[config.mk]
export PLATFORM = sky130hd
export DESIGN_NAME = video_sync_gen
export DESIGN_NICKNAME = d
export VERILOG_FILES = /design/src/video_timing_pkg.sv /design/src/video_sync_gen.sv
export VERILOG_INCLUDE_DIRS = /design/src
export SDC_FILE = /design/constraint.sdc
export NUM_CORES = 1
export LEC_CHECK = 0
export ABC_CLOCK_PERIOD_IN_PS = 7200
export BUFFER_PORTS_ARGS = -buffer_cell sky130_fd_sc_hd__buf_4
export CAP_MARGIN = 20
export CORE_MARGIN = 5
export CORE_UTILIZATION = 45
export DETAILED_ROUTE_END_ITERATION = 8
export GPL_ROUTABILITY_DRIVEN = 0
export HOLD_SLACK_MARGIN = 0.12
export PLACE_DENSITY = 0.64
export SLEW_MARGIN = 20
export SYNTH_ARGS = -nofsm -noshare
export SYNTH_HDL_FRONTEND = slang
export SYNTH_SLANG_ARGS = --single-unit
export TNS_END_PERCENT = 100
[constraint.sdc]
create_clock -name clk -period 7.2 [get_ports clk]
set_clock_uncertainty 0.1 [all_clocks]
set_input_delay 1.8 -clock clk [delete_from_list [all_inputs] [get_ports clk]]
set_output_delay 1.8 -clock clk [all_outputs]
set_load 0.005 [all_outputs]
[src/video_timing_defines.svh]
// timing constants for the dual mode video sync generator
`ifndef VIDEO_TIMING_DEFINES_SVH
`define VIDEO_TIMING_DEFINES_SVH

// ----------------------------------------------------------------
// system clock and pixel rates
// ----------------------------------------------------------------
`define CLK_MHZ 40
`define VGA_PIX_MHZ 25
`define HR_PIX_MHZ 80
// vga pixel enable: phase accumulator adds 5/8 of a pixel per clock
`define VGA_ACC_STEP 4'h5
// high resolution: two pixels per system clock
`define HR_PIX_PER_CLK 2

// ----------------------------------------------------------------
// high resolution geometry and times (ns)
// ----------------------------------------------------------------
`define HR_H_ACTIVE_PIX 1984
`define HR_V_ACTIVE_LINES 512
`define HR_HFP_NS 1125
`define HR_HSYNC_NS 3000
`define HR_HBP_NS 1375
`define HR_VFP_NS 37000
`define HR_VSYNC_NS 73000
`define HR_VBP_NS 442000

// ----------------------------------------------------------------
// vga geometry and times (ns)
// ----------------------------------------------------------------
`define VGA_H_ACTIVE_PIX 640
`define VGA_V_ACTIVE_LINES 480
`define VGA_HFP_NS 640
`define VGA_HSYNC_NS 3520
`define VGA_HBP_NS 1920
`define VGA_VFP_NS 349000
`define VGA_VSYNC_NS 63000
`define VGA_VBP_NS 1019000

// ----------------------------------------------------------------
// derived counts: least times round up
// ----------------------------------------------------------------
`define NS_UP(ns, mhz) (((ns) * (mhz) + 999) / 1000)
`define DIV_UP(a, b) (((a) + (b) - 1) / (b))

// high resolution horizontal counts in system clocks (pixel pairs)
`define HR_HACT_CNT (`HR_H_ACTIVE_PIX / `HR_PIX_PER_CLK)
`define HR_HFP_CNT `NS_UP(`HR_HFP_NS, `CLK_MHZ)
`define HR_HSYNC_CNT `NS_UP(`HR_HSYNC_NS, `CLK_MHZ)
`define HR_HBP_CNT `NS_UP(`HR_HBP_NS, `CLK_MHZ)
`define HR_LINE_CNT (`HR_HACT_CNT + `HR_HFP_CNT + `HR_HSYNC_CNT + `HR_HBP_CNT)
`define HR_LINE_NS (`HR_LINE_CNT * 1000 / `CLK_MHZ)
`define HR_VFP_CNT `DIV_UP(`HR_VFP_NS, `HR_LINE_NS)
`define HR_VSYNC_CNT `DIV_UP(`HR_VSYNC_NS, `HR_LINE_NS)
`define HR_VBP_CNT `DIV_UP(`HR_VBP_NS, `HR_LINE_NS)

// vga horizontal counts in 25 MHz pixels
`define VGA_HACT_CNT `VGA_H_ACTIVE_PIX
`define VGA_HFP_CNT `NS_UP(`VGA_HFP_NS, `VGA_PIX_MHZ)
`define VGA_HSYNC_CNT `NS_UP(`VGA_HSYNC_NS, `VGA_PIX_MHZ)
`define VGA_HBP_CNT `NS_UP(`VGA_HBP_NS, `VGA_PIX_MHZ)
`define VGA_LINE_CNT (`VGA_HACT_CNT + `VGA_HFP_CNT + `VGA_HSYNC_CNT + `VGA_HBP_CNT)
`define VGA_LINE_NS (`VGA_LINE_CNT * 1000 / `VGA_PIX_MHZ)
`define VGA_VFP_CNT `DIV_UP(`VGA_VFP_NS, `VGA_LINE_NS)
`define VGA_VSYNC_CNT `DIV_UP(`VGA_VSYNC_NS, `VGA_LINE_NS)
`define VGA_VBP_CNT `DIV_UP(`VGA_VBP_NS, `VGA_LINE_NS)

// ----------------------------------------------------------------
// monitor id codes that select vga
// ----------------------------------------------------------------
`define MON_ID_VGA_A 3'h3
`define MON_ID_VGA_B 3'h5

`endif

[src/video_timing_pkg.sv]
// types for the dual mode video sync generator
`default_nettype none

package video_timing_pkg;

   // ----------------------------------------------------------------
   // modes and phases
   // ----------------------------------------------------------------
   typedef enum logic {MODE_HIRES, MODE_VGA} mode_e;
   typedef enum logic [1:0] {PH_ACTIVE, PH_FRONT, PH_SYNC, PH_BACK} phase_e;

   // ----------------------------------------------------------------
   // output bundle
   // ----------------------------------------------------------------
   typedef struct packed {
      logic hsync_n;
      logic vsync_n;
      logic de;
      logic pix_en;
      logic [15:0] pix;
      logic line_start;
      logic frame_start;
      logic hires;
      logic [10:0] xpos;
      logic [9:0] ypos;
   } video_out_s;

   // ----------------------------------------------------------------
   // complete block state
   // ----------------------------------------------------------------
   typedef struct packed {
      mode_e mode;
      phase_e hph;
      phase_e vph;
      logic [10:0] hcnt;
      logic [10:0] vcnt;
      logic [2:0] acc;
      logic started;
      video_out_s out;
   } state_s;

endpackage

`default_nettype wire

[src/video_sync_gen.sv]
// dual mode horizontal/vertical sync and active video timing generator
// What this block does
// RULE1: hi-res mode gives 1984 active pixels per line and 512 visible lines.
// RULE2: hi-res frames repeat near 62 Hz, lines near 33.0 kHz.
// RULE3: hi-res pixel rate at most 80 MHz, one pixel per dot period.
// RULE4: both modes drive horizontal and vertical sync active low.
// RULE5: hi-res front porch 1.125 us horizontal, 0.037 ms vertical.
// RULE6: hi-res sync pulse 3.000 us horizontal, 0.073 ms vertical.
// RULE7: hi-res back porch 1.375 us horizontal, 0.442 ms vertical.
// RULE8: vga mode gives 640 active pixels per line and 480 visible lines.
// RULE9: vga frames repeat near 60 Hz, lines near 31.6 kHz.
// RULE10: vga pixel rate at most 25 MHz, one pixel per dot period.
// RULE11: vga front porch 0.640 us horizontal, 0.349 ms vertical.
// RULE12: vga sync pulse 3.520 us horizontal, 0.063 ms vertical.
// RULE13: vga back porch 1.920 us horizontal, 1.019 ms vertical.
// RULE14: id codes 011 or 101 pick vga; any other code, all ones included, hi-res.
// RULE15: vga uses a 25 MHz pixel rate, hi-res 40 MHz doubled to 80.
// RULE16: order is active, front porch, sync, back porch; pixels blanked outside active.
// RULE17: reset restarts at active video with syncs high; mode changes at frame boundary.
`include "video_timing_defines.svh"
`default_nettype none

module video_sync_gen (
   input wire logic clk,
   input wire logic rstn,
   input wire logic monitor_id_bit0,
   input wire logic monitor_id_bit1,
   input wire logic monitor_id_bit2,
   input wire logic [15:0] pixel_in,
   output video_timing_pkg::video_out_s video_out
);

   // ----------------------------------------------------------------
   // phase lengths
   // ----------------------------------------------------------------
   function automatic logic [10:0] h_len(input logic hires, input video_timing_pkg::phase_e ph);
      logic [10:0] len;
      len = 11'h1;
      if (hires) begin
         unique case (ph)
            video_timing_pkg::PH_ACTIVE: len = 11'(`HR_HACT_CNT); // [RULE1] [RULE3]
            video_timing_pkg::PH_FRONT: len = 11'(`HR_HFP_CNT); // [RULE5]
            video_timing_pkg::PH_SYNC: len = 11'(`HR_HSYNC_CNT); // [RULE6]
            video_timing_pkg::PH_BACK: len = 11'(`HR_HBP_CNT); // [RULE7]
         endcase
      end else begin
         unique case (ph)
            video_timing_pkg::PH_ACTIVE: len = 11'(`VGA_HACT_CNT); // [RULE8]
            video_timing_pkg::PH_FRONT: len = 11'(`VGA_HFP_CNT); // [RULE11]
            video_timing_pkg::PH_SYNC: len = 11'(`VGA_HSYNC_CNT); // [RULE12]
            video_timing_pkg::PH_BACK: len = 11'(`VGA_HBP_CNT); // [RULE13]
         endcase
      end
      return len;
   endfunction

   function automatic logic [10:0] v_len(input logic hires, input video_timing_pkg::phase_e ph);
      logic [10:0] len;
      len = 11'h1;
      if (hires) begin
         unique case (ph)
            video_timing_pkg::PH_ACTIVE: len = 11'(`HR_V_ACTIVE_LINES); // [RULE1]
            video_timing_pkg::PH_FRONT: len = 11'(`HR_VFP_CNT); // [RULE5]
            video_timing_pkg::PH_SYNC: len = 11'(`HR_VSYNC_CNT); // [RULE6]
            video_timing_pkg::PH_BACK: len = 11'(`HR_VBP_CNT); // [RULE7]
         endcase
      end else begin
         unique case (ph)
            video_timing_pkg::PH_ACTIVE: len = 11'(`VGA_V_ACTIVE_LINES); // [RULE8]
            video_timing_pkg::PH_FRONT: len = 11'(`VGA_VFP_CNT); // [RULE11]
            video_timing_pkg::PH_SYNC: len = 11'(`VGA_VSYNC_CNT); // [RULE12]
            video_timing_pkg::PH_BACK: len = 11'(`VGA_VBP_CNT); // [RULE13]
         endcase
      end
      return len;
   endfunction

   // fixed phase order, wraps back to active
   function automatic video_timing_pkg::phase_e next_ph(input video_timing_pkg::phase_e ph);
      video_timing_pkg::phase_e n;
      n = video_timing_pkg::PH_ACTIVE;
      unique case (ph)
         video_timing_pkg::PH_ACTIVE: n = video_timing_pkg::PH_FRONT; // [RULE16]
         video_timing_pkg::PH_FRONT: n = video_timing_pkg::PH_SYNC; // [RULE16]
         video_timing_pkg::PH_SYNC: n = video_timing_pkg::PH_BACK; // [RULE16]
         video_timing_pkg::PH_BACK: n = video_timing_pkg::PH_ACTIVE; // [RULE16]
      endcase
      return n;
   endfunction

   // ----------------------------------------------------------------
   // mode decode from monitor id
   // ----------------------------------------------------------------
   logic [2:0] mon_id;
   video_timing_pkg::mode_e id_mode;

   assign mon_id = {monitor_id_bit2, monitor_id_bit1, monitor_id_bit0};
   assign id_mode = (mon_id == `MON_ID_VGA_A || mon_id == `MON_ID_VGA_B) ?
                    video_timing_pkg::MODE_VGA : video_timing_pkg::MODE_HIRES; // [RULE14]

   // ----------------------------------------------------------------
   // state
   // ----------------------------------------------------------------
   video_timing_pkg::state_s st_r;
   video_timing_pkg::state_s st_nxt;
   logic hires;
   logic [3:0] acc_sum;
   logic tick;

   assign hires = (st_r.mode == video_timing_pkg::MODE_HIRES);
   // vga dot enable averages 25 MHz from the 40 MHz clock
   assign acc_sum = {1'b0, st_r.acc} + `VGA_ACC_STEP; // [RULE15]
   // hi-res advances one pixel pair per clock, i.e. 80 MHz dots
   assign tick = st_r.started && (hires || acc_sum[3]); // [RULE3] [RULE10] [RULE15]

   always_comb begin
      st_nxt = st_r;
      st_nxt.acc = hires ? 3'h0 : acc_sum[2:0];
      st_nxt.out.pix_en = 1'b0;
      st_nxt.out.line_start = 1'b0;
      st_nxt.out.frame_start = 1'b0;
      if (!st_r.started) begin
         // release of reset counts as a frame boundary
         st_nxt.started = 1'b1;
         st_nxt.mode = id_mode; // [RULE14] [RULE17]
         st_nxt.out.frame_start = 1'b1;
         st_nxt.out.line_start = 1'b1;
      end else if (tick) begin
         st_nxt.out.pix_en = 1'b1;
         if (st_r.hcnt == h_len(hires, st_r.hph) - 11'h1) begin
            st_nxt.hcnt = 11'h0;
            st_nxt.hph = next_ph(st_r.hph); // [RULE16]
            if (st_r.hph == video_timing_pkg::PH_BACK) begin
               // end of line: advance vertical timing
               st_nxt.out.line_start = 1'b1; // [RULE2] [RULE9]
               if (st_r.vcnt == v_len(hires, st_r.vph) - 11'h1) begin
                  st_nxt.vcnt = 11'h0;
                  st_nxt.vph = next_ph(st_r.vph); // [RULE16]
                  if (st_r.vph == video_timing_pkg::PH_BACK) begin
                     st_nxt.out.frame_start = 1'b1;
                     st_nxt.mode = id_mode; // [RULE17] [RULE14]
                  end
               end else begin
                  st_nxt.vcnt = st_r.vcnt + 11'h1;
               end
            end
         end else begin
            st_nxt.hcnt = st_r.hcnt + 11'h1;
         end
      end
      // outputs follow the next phases so they leave the flops aligned
      st_nxt.out.hsync_n = (st_nxt.hph != video_timing_pkg::PH_SYNC); // [RULE4]
      st_nxt.out.vsync_n = (st_nxt.vph != video_timing_pkg::PH_SYNC); // [RULE4]
      st_nxt.out.de = (st_nxt.hph == video_timing_pkg::PH_ACTIVE) &&
                      (st_nxt.vph == video_timing_pkg::PH_ACTIVE); // [RULE16]
      st_nxt.out.hires = (st_nxt.mode == video_timing_pkg::MODE_HIRES);
      st_nxt.out.xpos = st_nxt.out.de ? st_nxt.hcnt : 11'h0;
      st_nxt.out.ypos = (st_nxt.vph == video_timing_pkg::PH_ACTIVE) ? st_nxt.vcnt[9:0] : 10'h0;
      if (!st_nxt.out.de) begin
         st_nxt.out.pix = 16'h0; // [RULE16]
      end else if (st_nxt.out.hires) begin
         st_nxt.out.pix = pixel_in; // [RULE3]
      end else begin
         st_nxt.out.pix = {8'h00, pixel_in[7:0]}; // [RULE10]
      end
   end

   // ----------------------------------------------------------------
   // registers
   // ----------------------------------------------------------------
   always_ff @(posedge clk or negedge rstn) begin
      if (!rstn) begin
         st_r.mode <= video_timing_pkg::MODE_HIRES;
         st_r.hph <= video_timing_pkg::PH_ACTIVE; // [RULE17]
         st_r.vph <= video_timing_pkg::PH_ACTIVE; // [RULE17]
         st_r.hcnt <= 11'h0;
         st_r.vcnt <= 11'h0;
         st_r.acc <= 3'h0;
         st_r.started <= 1'b0;
         st_r.out.hsync_n <= 1'b1; // [RULE17]
         st_r.out.vsync_n <= 1'b1; // [RULE17]
         st_r.out.de <= 1'b0;
         st_r.out.pix_en <= 1'b0;
         st_r.out.pix <= 16'h0;
         st_r.out.line_start <= 1'b0;
         st_r.out.frame_start <= 1'b0;
         st_r.out.hires <= 1'b1;
         st_r.out.xpos <= 11'h0;
         st_r.out.ypos <= 10'h0;
      end else begin
         st_r <= st_nxt;
      end
   end

   assign video_out = st_r.out;

endmodule

`default_nettype wire

==> results.cfg, run 1 <==
[yosys]
synth_top_area_share_pct = 41.3
yosys_warnings = 0
ys.flop_type = dfrtp_1
yosysUniqueCellTypes = 69
synth_area_sq_mm = 0.00436
syn_inst = 457
synth_area_leaders = dfrtp_1 41%, buf_4 7.7%, ha_1 4.9%, nor2_1 3.4%, xnor2_1 3.4%
avgSynthCellArea_sq_um = 9.54
yosys.area.top_type = dfrtp_1
synth_async_sr_flop_share_pct = 100
synth_edf_count = 0
yosysSeqAreaShare_pct = 43.1
synth.net_count = 495
ys_seq_elements = 75

[timing]
finalCriticalPeriod_ns = 4.99
rsz0062_at_grt = no
hold_slack_ns = 0.367
relSlewSlack_pct = 29.4
worst_pin_slew_ns = 1.06
hold_violations = 0
fmaxAchievable_mhz = 201
fin_ws_ns = 2.21
setup_viol_count_final = 0
drv_slew = 0
setup_tns_ns = 0
fin_crit_sh_pct = 69.3

[clocking]
post_cts_resized = 0
hold_buffers = 0
root_buffer = clkbuf_8
cts_buffers = 9
post-cts-setup-buffers = 0
htreeDepth = 3
clockBufferDepth = 2
insertion_delay_ns = 0.35
numClockSinks = 75
cts_tree = built
clk_pin_slew_worst_paths_ns = 0.08

[place]
dp_slack_ns = 2.22
port_buffers = 64
dp_hpwl_um = 6190

[global_routing]
grt_use_total_pct = 15.6
grt_pass1_wl_um = 14500
grt_max_degree = 76
grt_antenna_before_repair = 0
grt_pass1_vias = 2919
overflow = 0

[floorplanning]
start_util_pct = 45.5
die_w_um = 108
die_h_um = 108
dieArea_sq_mm = 0.0118
rows = 36
coreArea_sq_mm = 0.00959
pin_count = 65

[power_and_ir_drop]
switching_share_pct = 28.8
p_comb_share_pct = 17.9
p_seq_share_pct = 52.5
leakage_nw = 2.33
switching_power_mw = 0.280
ir_drop_uv = 73.0
p_clk_share_pct = 29.6
powerDensity_mw_per_mm2 = 204
p_int_mw = 0.691

[setup_path]
cp-start-kind = flop
critical_path_arrival_ns = 5.08
crit_type = flop to flop
required_ns = 7.30
worstPathMaxFanout = 18
endpoint_kind = flop

[run]
max-cap-violations = 0

[finish]
fill_cells = 901
final_common_cell = dfrtp_1
nets = 511
area_growth_pct = 9.24
layout_common_cells = 72 x dfrtp_1, 64 x buf_4, 40 x nor2_1
drive_gt1_share_pct = 20.3
num_antenna_cells = 0

[hold_path]
min_path_type = flop to flop

[detailed_routing]
ant_nets = 0
first_pass_iters = 4
dr.first_iter.drc_count = 191
vias = 3070
viasPerCell = 5.02
wirelength_um = 8700
drcViolationCount = 0
post_drt_wl_per_cell_um = 14.2

[run_status]
status = finished clean
## flip-flops by register name (all words and copies together), names as in the netlist
| register | cells |
|---|---|
| st_r | 31 |
| video_out | 44 |
## stage by stage
step	util [%]	cell area [sq um]	power [mW]	cells
after floorplan	-	4360	0.645	457
after global placement	47.9	4590	0.687	595
after detailed placement	47.9	4590	0.692	595
after CTS	49.7	4760	0.984	611
after global routing	49.7	4760	1.03	611
final	49.7	4760	0.971	611
## synth_stat cells, types with 9 or more instances
| library cell | instances |
|---|---|
| a21oi_1 | 12 |
| buf_4 | 45 |
| dfrtp_1 | 72 |
| ha_1 | 17 |
| inv_1 | 30 |
| nand2_1 | 32 |
| nand3_1 | 12 |
| nor2_1 | 40 |
| nor3_1 | 28 |
| nor4_1 | 9 |
| o21ai_0 | 11 |
| xnor2_1 | 17 |
| xor2_1 | 15 |
## cells by family after synthesis
logic type,count (synthesis),synth area share [%]
AOI/OAI and AO/OA,57,9.81
xor gates and xnor gates,32,6.43
adders and majority gates,17,4.88
buffers and inverters,90,12.2
DFF,75,43.1
muxes,7,1.75
other,1,0.0860
and+or+nand+nor,178,21.7
## worst max-delay path: stages, from the launching register on
cell and delay, ns:
dfrtp_1 0.52, inv_1 0.19, ha_1 0.48, inv_1 0.22, o22ai_1 0.30, ha_1 0.36, ha_1 0.29, xnor2_1 0.12
a221oi_1 0.20, nand4_1 0.11, or4_1 0.56, nor3_4 0.63, mux2i_2 0.64, nor4_1 0.10
## layout make-up
| class | instances | area [sq um] | share of cell area, % |
|---|---|---|---|
| Multi-Input combinational cell | 292 | 1950 | 40.9 |
| Sequential cell | 75 | 1880 | 39.5 |
| Timing Repair Buffer | 64 | 480 | 10.1 |
| Tap cell | 133 | 166 | 3.49 |
| Clock buffer | 12 | 145 | 3.05 |
| Inverter | 31 | 116 | 2.44 |
| Clock inverter | 4 | 26.3 | 0.551 |
## routing by layer
layer	part of all wire (%)	vias to the layer above	GRT usage (%)
met5	0	-	0
met4	1.8	0	7.12
met3	5.3	13	2.93
met2	44	74	23.9
met1	49	1440	21.3
li1	-	1543	-
## final timing paths
| check | start | to | slack, ns | depth (start not counted) |
|---|---|---|---|---|
| setup / recovery | st_r[70] | video_out[35] | 2.21 | 13 |
| hold / removal | st_r[45] | st_r[45] | 0.37 | 1 |
| setup reg to reg | st_r[70] | video_out[35] | 2.21 | 13 |
| max in group asynchronous | rstn | st_r[63] | 4.92 | 1 |
| min in group asynchronous | rstn | video_out[13] | 1.45 | 1 |
| hold reg to reg | st_r[45] | st_r[45] | 0.37 | 1 |
## power by group through the flow
stage                     Sequential [mW]  Clock [mW]  Combinational (mW)
final                               0.509       0.288               0.174
after global routing                0.518       0.318               0.197
after CTS                           0.509       0.298               0.177
after detailed placement            0.516           0               0.175
after global placement              0.516           0               0.171
after floorplan                     0.499           0               0.146
Note: power is estimated with default switching activity, not from simulation.
==> run 2, diff against run 1 <==
ABC_CLOCK_PERIOD_IN_PS = 5110   (was 7200)
clock period = 5.11 ns   (was 7.2 ns; I/O delays follow)
==> results.cfg, run 2 (same netlist as run 1, synthesis figures left out) <==
[timing]
hold_violations = 0
fmaxAchievable_mhz = 227
rsz0062_at_grt = no
setup_tns_ns = 0
hold_slack_ns = 0.377
drv_slew = 0
fin_crit_sh_pct = 86.1
worst_pin_slew_ns = 0.916
relSlewSlack_pct = 38.9
setup_viol_count_final = 0
finalCriticalPeriod_ns = 4.40

[finish]
nets = 517
largest_reg_flops = 44
area_growth_pct = 10.3
layout_common_cells = 72 x dfrtp_1, 70 x buf_4, 40 x nor2_1
fin_util_pct = 50.1
fin_cells = 617
drive_gt1_share_pct = 21.3
num_antenna_cells = 0
seqCellArea_sq_mm = 0.00188
fill_cells = 890
final_common_cell = dfrtp_1
multi_input_area_sq_mm = 0.00195

[power_and_ir_drop]
finalPower_mw = 1.38
ir_drop_uv = 122
powerDensity_mw_per_mm2 = 286
leakage_nw = 2.36

[global_routing]
overflow = 0
grt_max_degree = 76
grt_pass1_vias = 3022
grt_pass1_wl_um = 14700
grt_antenna_before_repair = 0
grt_use_total_pct = 15.8

[place]
dp_hpwl_um = 6220
dp.cells = 601
port_buffers = 64

[setup_path]
endpoint_kind = flop
cp-start-kind = flop
critical_path_arrival_ns = 4.52
worstPathMaxFanout = 18
required_ns = 5.23
crit_type = flop to flop

[detailed_routing]
post_drt_wl_per_cell_um = 14.3
wirelength_um = 8810
ant_nets = 0
viasPerCell = 5.07
first_pass_iters = 5
dr.first_iter.drc_count = 229
drcViolationCount = 0
vias = 3129

[floorplanning]
rows = 36
start_util_pct = 45.5
dieArea_sq_mm = 0.0118
die_w_um = 108
pin_count = 65
coreArea_sq_mm = 0.00959
die_h_um = 108

[clocking]
root_buffer = clkbuf_8
cts_buffers = 9
clockBufferDepth = 2
post-cts-setup-buffers = 0
hold_buffers = 0
insertion_delay_ns = 0.36
cts_tree = built
numClockSinks = 75
htreeDepth = 3
post_cts_resized = 0
clk_pin_slew_worst_paths_ns = 0.08

[run]
max-cap-violations = 0

[run_status]
status = finished clean

[hold_path]
min_path_type = flop to flop
==> run 2: changes by cell type in the layout (fill, tap and decap cells not counted) <==
cell,previous run,this run
buf_4,64,70
o21ai_1,3,2
o21ai_0,10,11
==> run 2: stage by stage <==
stage          setup slack (ns)  instance area (sq um)
2_1_floorplan              1.11                   4360
3_5_place_dp              0.713                   4640
3_3_place_gp              0.872                   4640
4_1_cts                   0.704                   4810
5_1_grt                   0.350                   4810
6_report                  0.708                   4810
==> run 2: worst paths after layout <==
| kind | from | to | slack, ns | cells after the start |
|---|---|---|---|---|
| worst min-delay path | st_r[45] | st_r[45] | 0.38 | 1 |
| worst min register to register | st_r[45] | st_r[45] | 0.38 | 1 |
| max in group asynchronous | rstn | st_r[51] | 3.36 | 1 |
| worst max-delay path | st_r[70] | video_out[14] | 0.71 | 14 |
| min in group asynchronous | rstn | st_r[71] | 0.94 | 1 |
| worst max register to register | st_r[70] | video_out[14] | 0.71 | 14 |
==> run 2: routing by layer <==
metal  up-vias  global-route usage [%]  share of wire, %
met5         -                       0                 0
met4         0                    5.41               1.4
met3        11                    3.88               6.2
met2        92                    24.4                44
met1      1470                    21.7                48
li1       1556                       -                 -
==> run 2: final cells by class <==
type                            instances  area share [%]
Tap cell                              133            3.46
Clock inverter                          4           0.546
Timing Repair Buffer                   70            10.9
Sequential cell                        75            39.1
Clock buffer                           12            3.02
Inverter                               31            2.42
Multi-Input combinational cell        292            40.5
==> run 2: report_power, final <==
| part | internal, mW | switching [mW] | total (mW) |
|---|---|---|---|
| logic | 0.130 | 0.125 | 0.255 |
| registers | 0.657 | 0.0551 | 0.712 |
| clock network | 0.189 | 0.222 | 0.411 |
==> run 2: critical path: stages, from the launching register on <==
cell       delay (ns)
dfrtp_1          0.59
inv_1            0.16
ha_1             0.28
nor2b_1          0.14
o22ai_1          0.24
ha_1             0.31
ha_1             0.28
xnor2_1          0.13
a221oi_1         0.20
nand4_1          0.11
or4_1            0.56
o31a_1           0.38
o2bb2ai_4        0.42
buf_4            0.28
nor3_1           0.07
==> run 3, diff against run 2 <==
CORE_ASPECT_RATIO = 1.75   (was default)
PLACE_DENSITY = default   (was 0.64)
PLACE_DENSITY_LB_ADDON = 0.2   (was default)
==> results.cfg, run 3 (same netlist as run 1, synthesis figures left out) <==
[clocking]
clk_pin_slew_worst_paths_ns = 0.06
root_buffer = clkbuf_16
post_cts_resized = 0
post-cts-setup-buffers = 0
clockBufferDepth = 2
insertion_delay_ns = 0.34
cts_buffers = 9
htreeDepth = 3
hold_buffers = 0
cts_tree = built
numClockSinks = 75

[finish]
largest_reg_flops = 44
layout_common_cells = 72 x dfrtp_1, 70 x buf_4, 40 x nor2_1
fill_cells = 898
fin_cells = 606
nets = 517
area_growth_pct = 12.2
final_common_cell = dfrtp_1
num_antenna_cells = 0
drive_gt1_share_pct = 21.5

[setup_path]
rr_startpoint = st_r[70]
critPathBufInv = 3
cp-start-kind = flop
cp_slowest_cell = or4_1
r2r_end = video_out[32]
critical_path_arrival_ns = 4.85
cpLargestDelayFamily = simple AND/OR/NAND/NOR gates
required_ns = 5.24
endpoint_kind = flop
crit_path_cell_trace = inv_1 > ha_1 > inv_1 > o22ai_1 > ha_1 > ha_1 > xnor2_1 > a221oi_1 > nand4_1 > or4_1 > nor4_2 > o2bb2ai_4 > buf_4 > nor4_1
cpMostUsedCell = ha_1
crit_type = flop to flop
ff2ff_path_depth = 14
worstPathMaxFanout = 28
reg2reg_slack_ns = 0.39
slowest_delay_ns = 0.57

[floorplanning]
start_util_pct = 46.1
die_h_um = 140
dieArea_sq_mm = 0.0118
rows = 47
die_w_um = 84.4
pin_count = 65
coreArea_sq_mm = 0.00947

[timing]
finalCriticalPeriod_ns = 4.72
hold_violations = 0
worst_pin_slew_ns = 0.928
fin_ws_ns = 0.389
setup_viol_count_final = 0
fin_crit_sh_pct = 92.4
setup_tns_ns = 0
fmaxAchievable_mhz = 212
rsz0062_at_grt = no
drv_slew = 0
relSlewSlack_pct = 38.1

[global_routing]
grt_max_degree = 76
grt_pass1_wl_um = 16000
grt_use_total_pct = 17.1
grt_antenna_before_repair = 0
overflow = 0
grt_pass1_vias = 3352

[detailed_routing]
wirelength_um = 9830
viasPerCell = 5.26
vias = 3187
dr.first_iter.drc_count = 169
first_pass_iters = 6
ant_nets = 0
post_drt_wl_per_cell_um = 16.2
drcViolationCount = 0

[power_and_ir_drop]
powerDensity_mw_per_mm2 = 316
ir_drop_uv = 287
leakage_nw = 2.40

[place]
port_buffers = 64
dp_slack_ns = 0.493
dp_hpwl_um = 7280
dp.cells = 590

[hold_path]
hold-path-cell-count = 1
hp-start = st_r[45]
min_delay_worst_endpoint = st_r[45]
min_path_type = flop to flop

[run]
max-cap-violations = 0

[run_status]
status = finished clean
[run 3: worst max-delay path by stage]
stage,startpoint,end,cells past startpoint
2_1_floorplan,st_r[70],video_out[32],15
3_3_place_gp,st_r[70],video_out[39],14
3_5_place_dp,st_r[70],video_out[32],14
4_1_cts,st_r[70],video_out[32],14
5_1_grt,st_r[71],video_out[32],14
6_report,st_r[70],video_out[32],14
[run 3: where the power goes]
group          switching, mW  leakage (nW)  internal (mW)
Combinational          0.132          1.30          0.131
Clock                  0.245         0.129          0.329
Sequential            0.0522         0.975          0.658
Total                  0.429          2.40           1.12
[run 3: cell type report]
cell class                      count  area, sq um  area share [%]
Clock inverter                      6         42.5           0.869
Multi-Input combinational cell    292         1950            39.8
Inverter                           31          116            2.38
Tap cell                          122          153            3.12
Clock buffer                       10          229            4.68
Sequential cell                    75         1880            38.4
Timing Repair Buffer               70          526            10.7
[run 3: layer usage]
metal / track usage (%) / wire [um] / vias to the layer above
met3: 3.17 / 254 / 23
met4: 7.42 / 267 / 0
li1: - / - / 1554
met5: 0 / 0 / -
met1: 15.8 / 3450 / 1565
met2: 35.0 / 5860 / 45
[run 3: metrics by stage]
step / cell area [sq um] / utilization, % / power [mW] / hold WS (ns)
detailed placement: 4620 / 48.8 / 0.988 / 0.366
global placement: 4620 / 48.8 / 0.980 / 0.343
finish: 4900 / 51.7 / 1.55 / 0.368
global route: 4900 / 51.7 / 1.64 / 0.408
CTS: 4900 / 51.7 / 1.57 / 0.374
floorplan: 4360 / - / 0.909 / 0.331
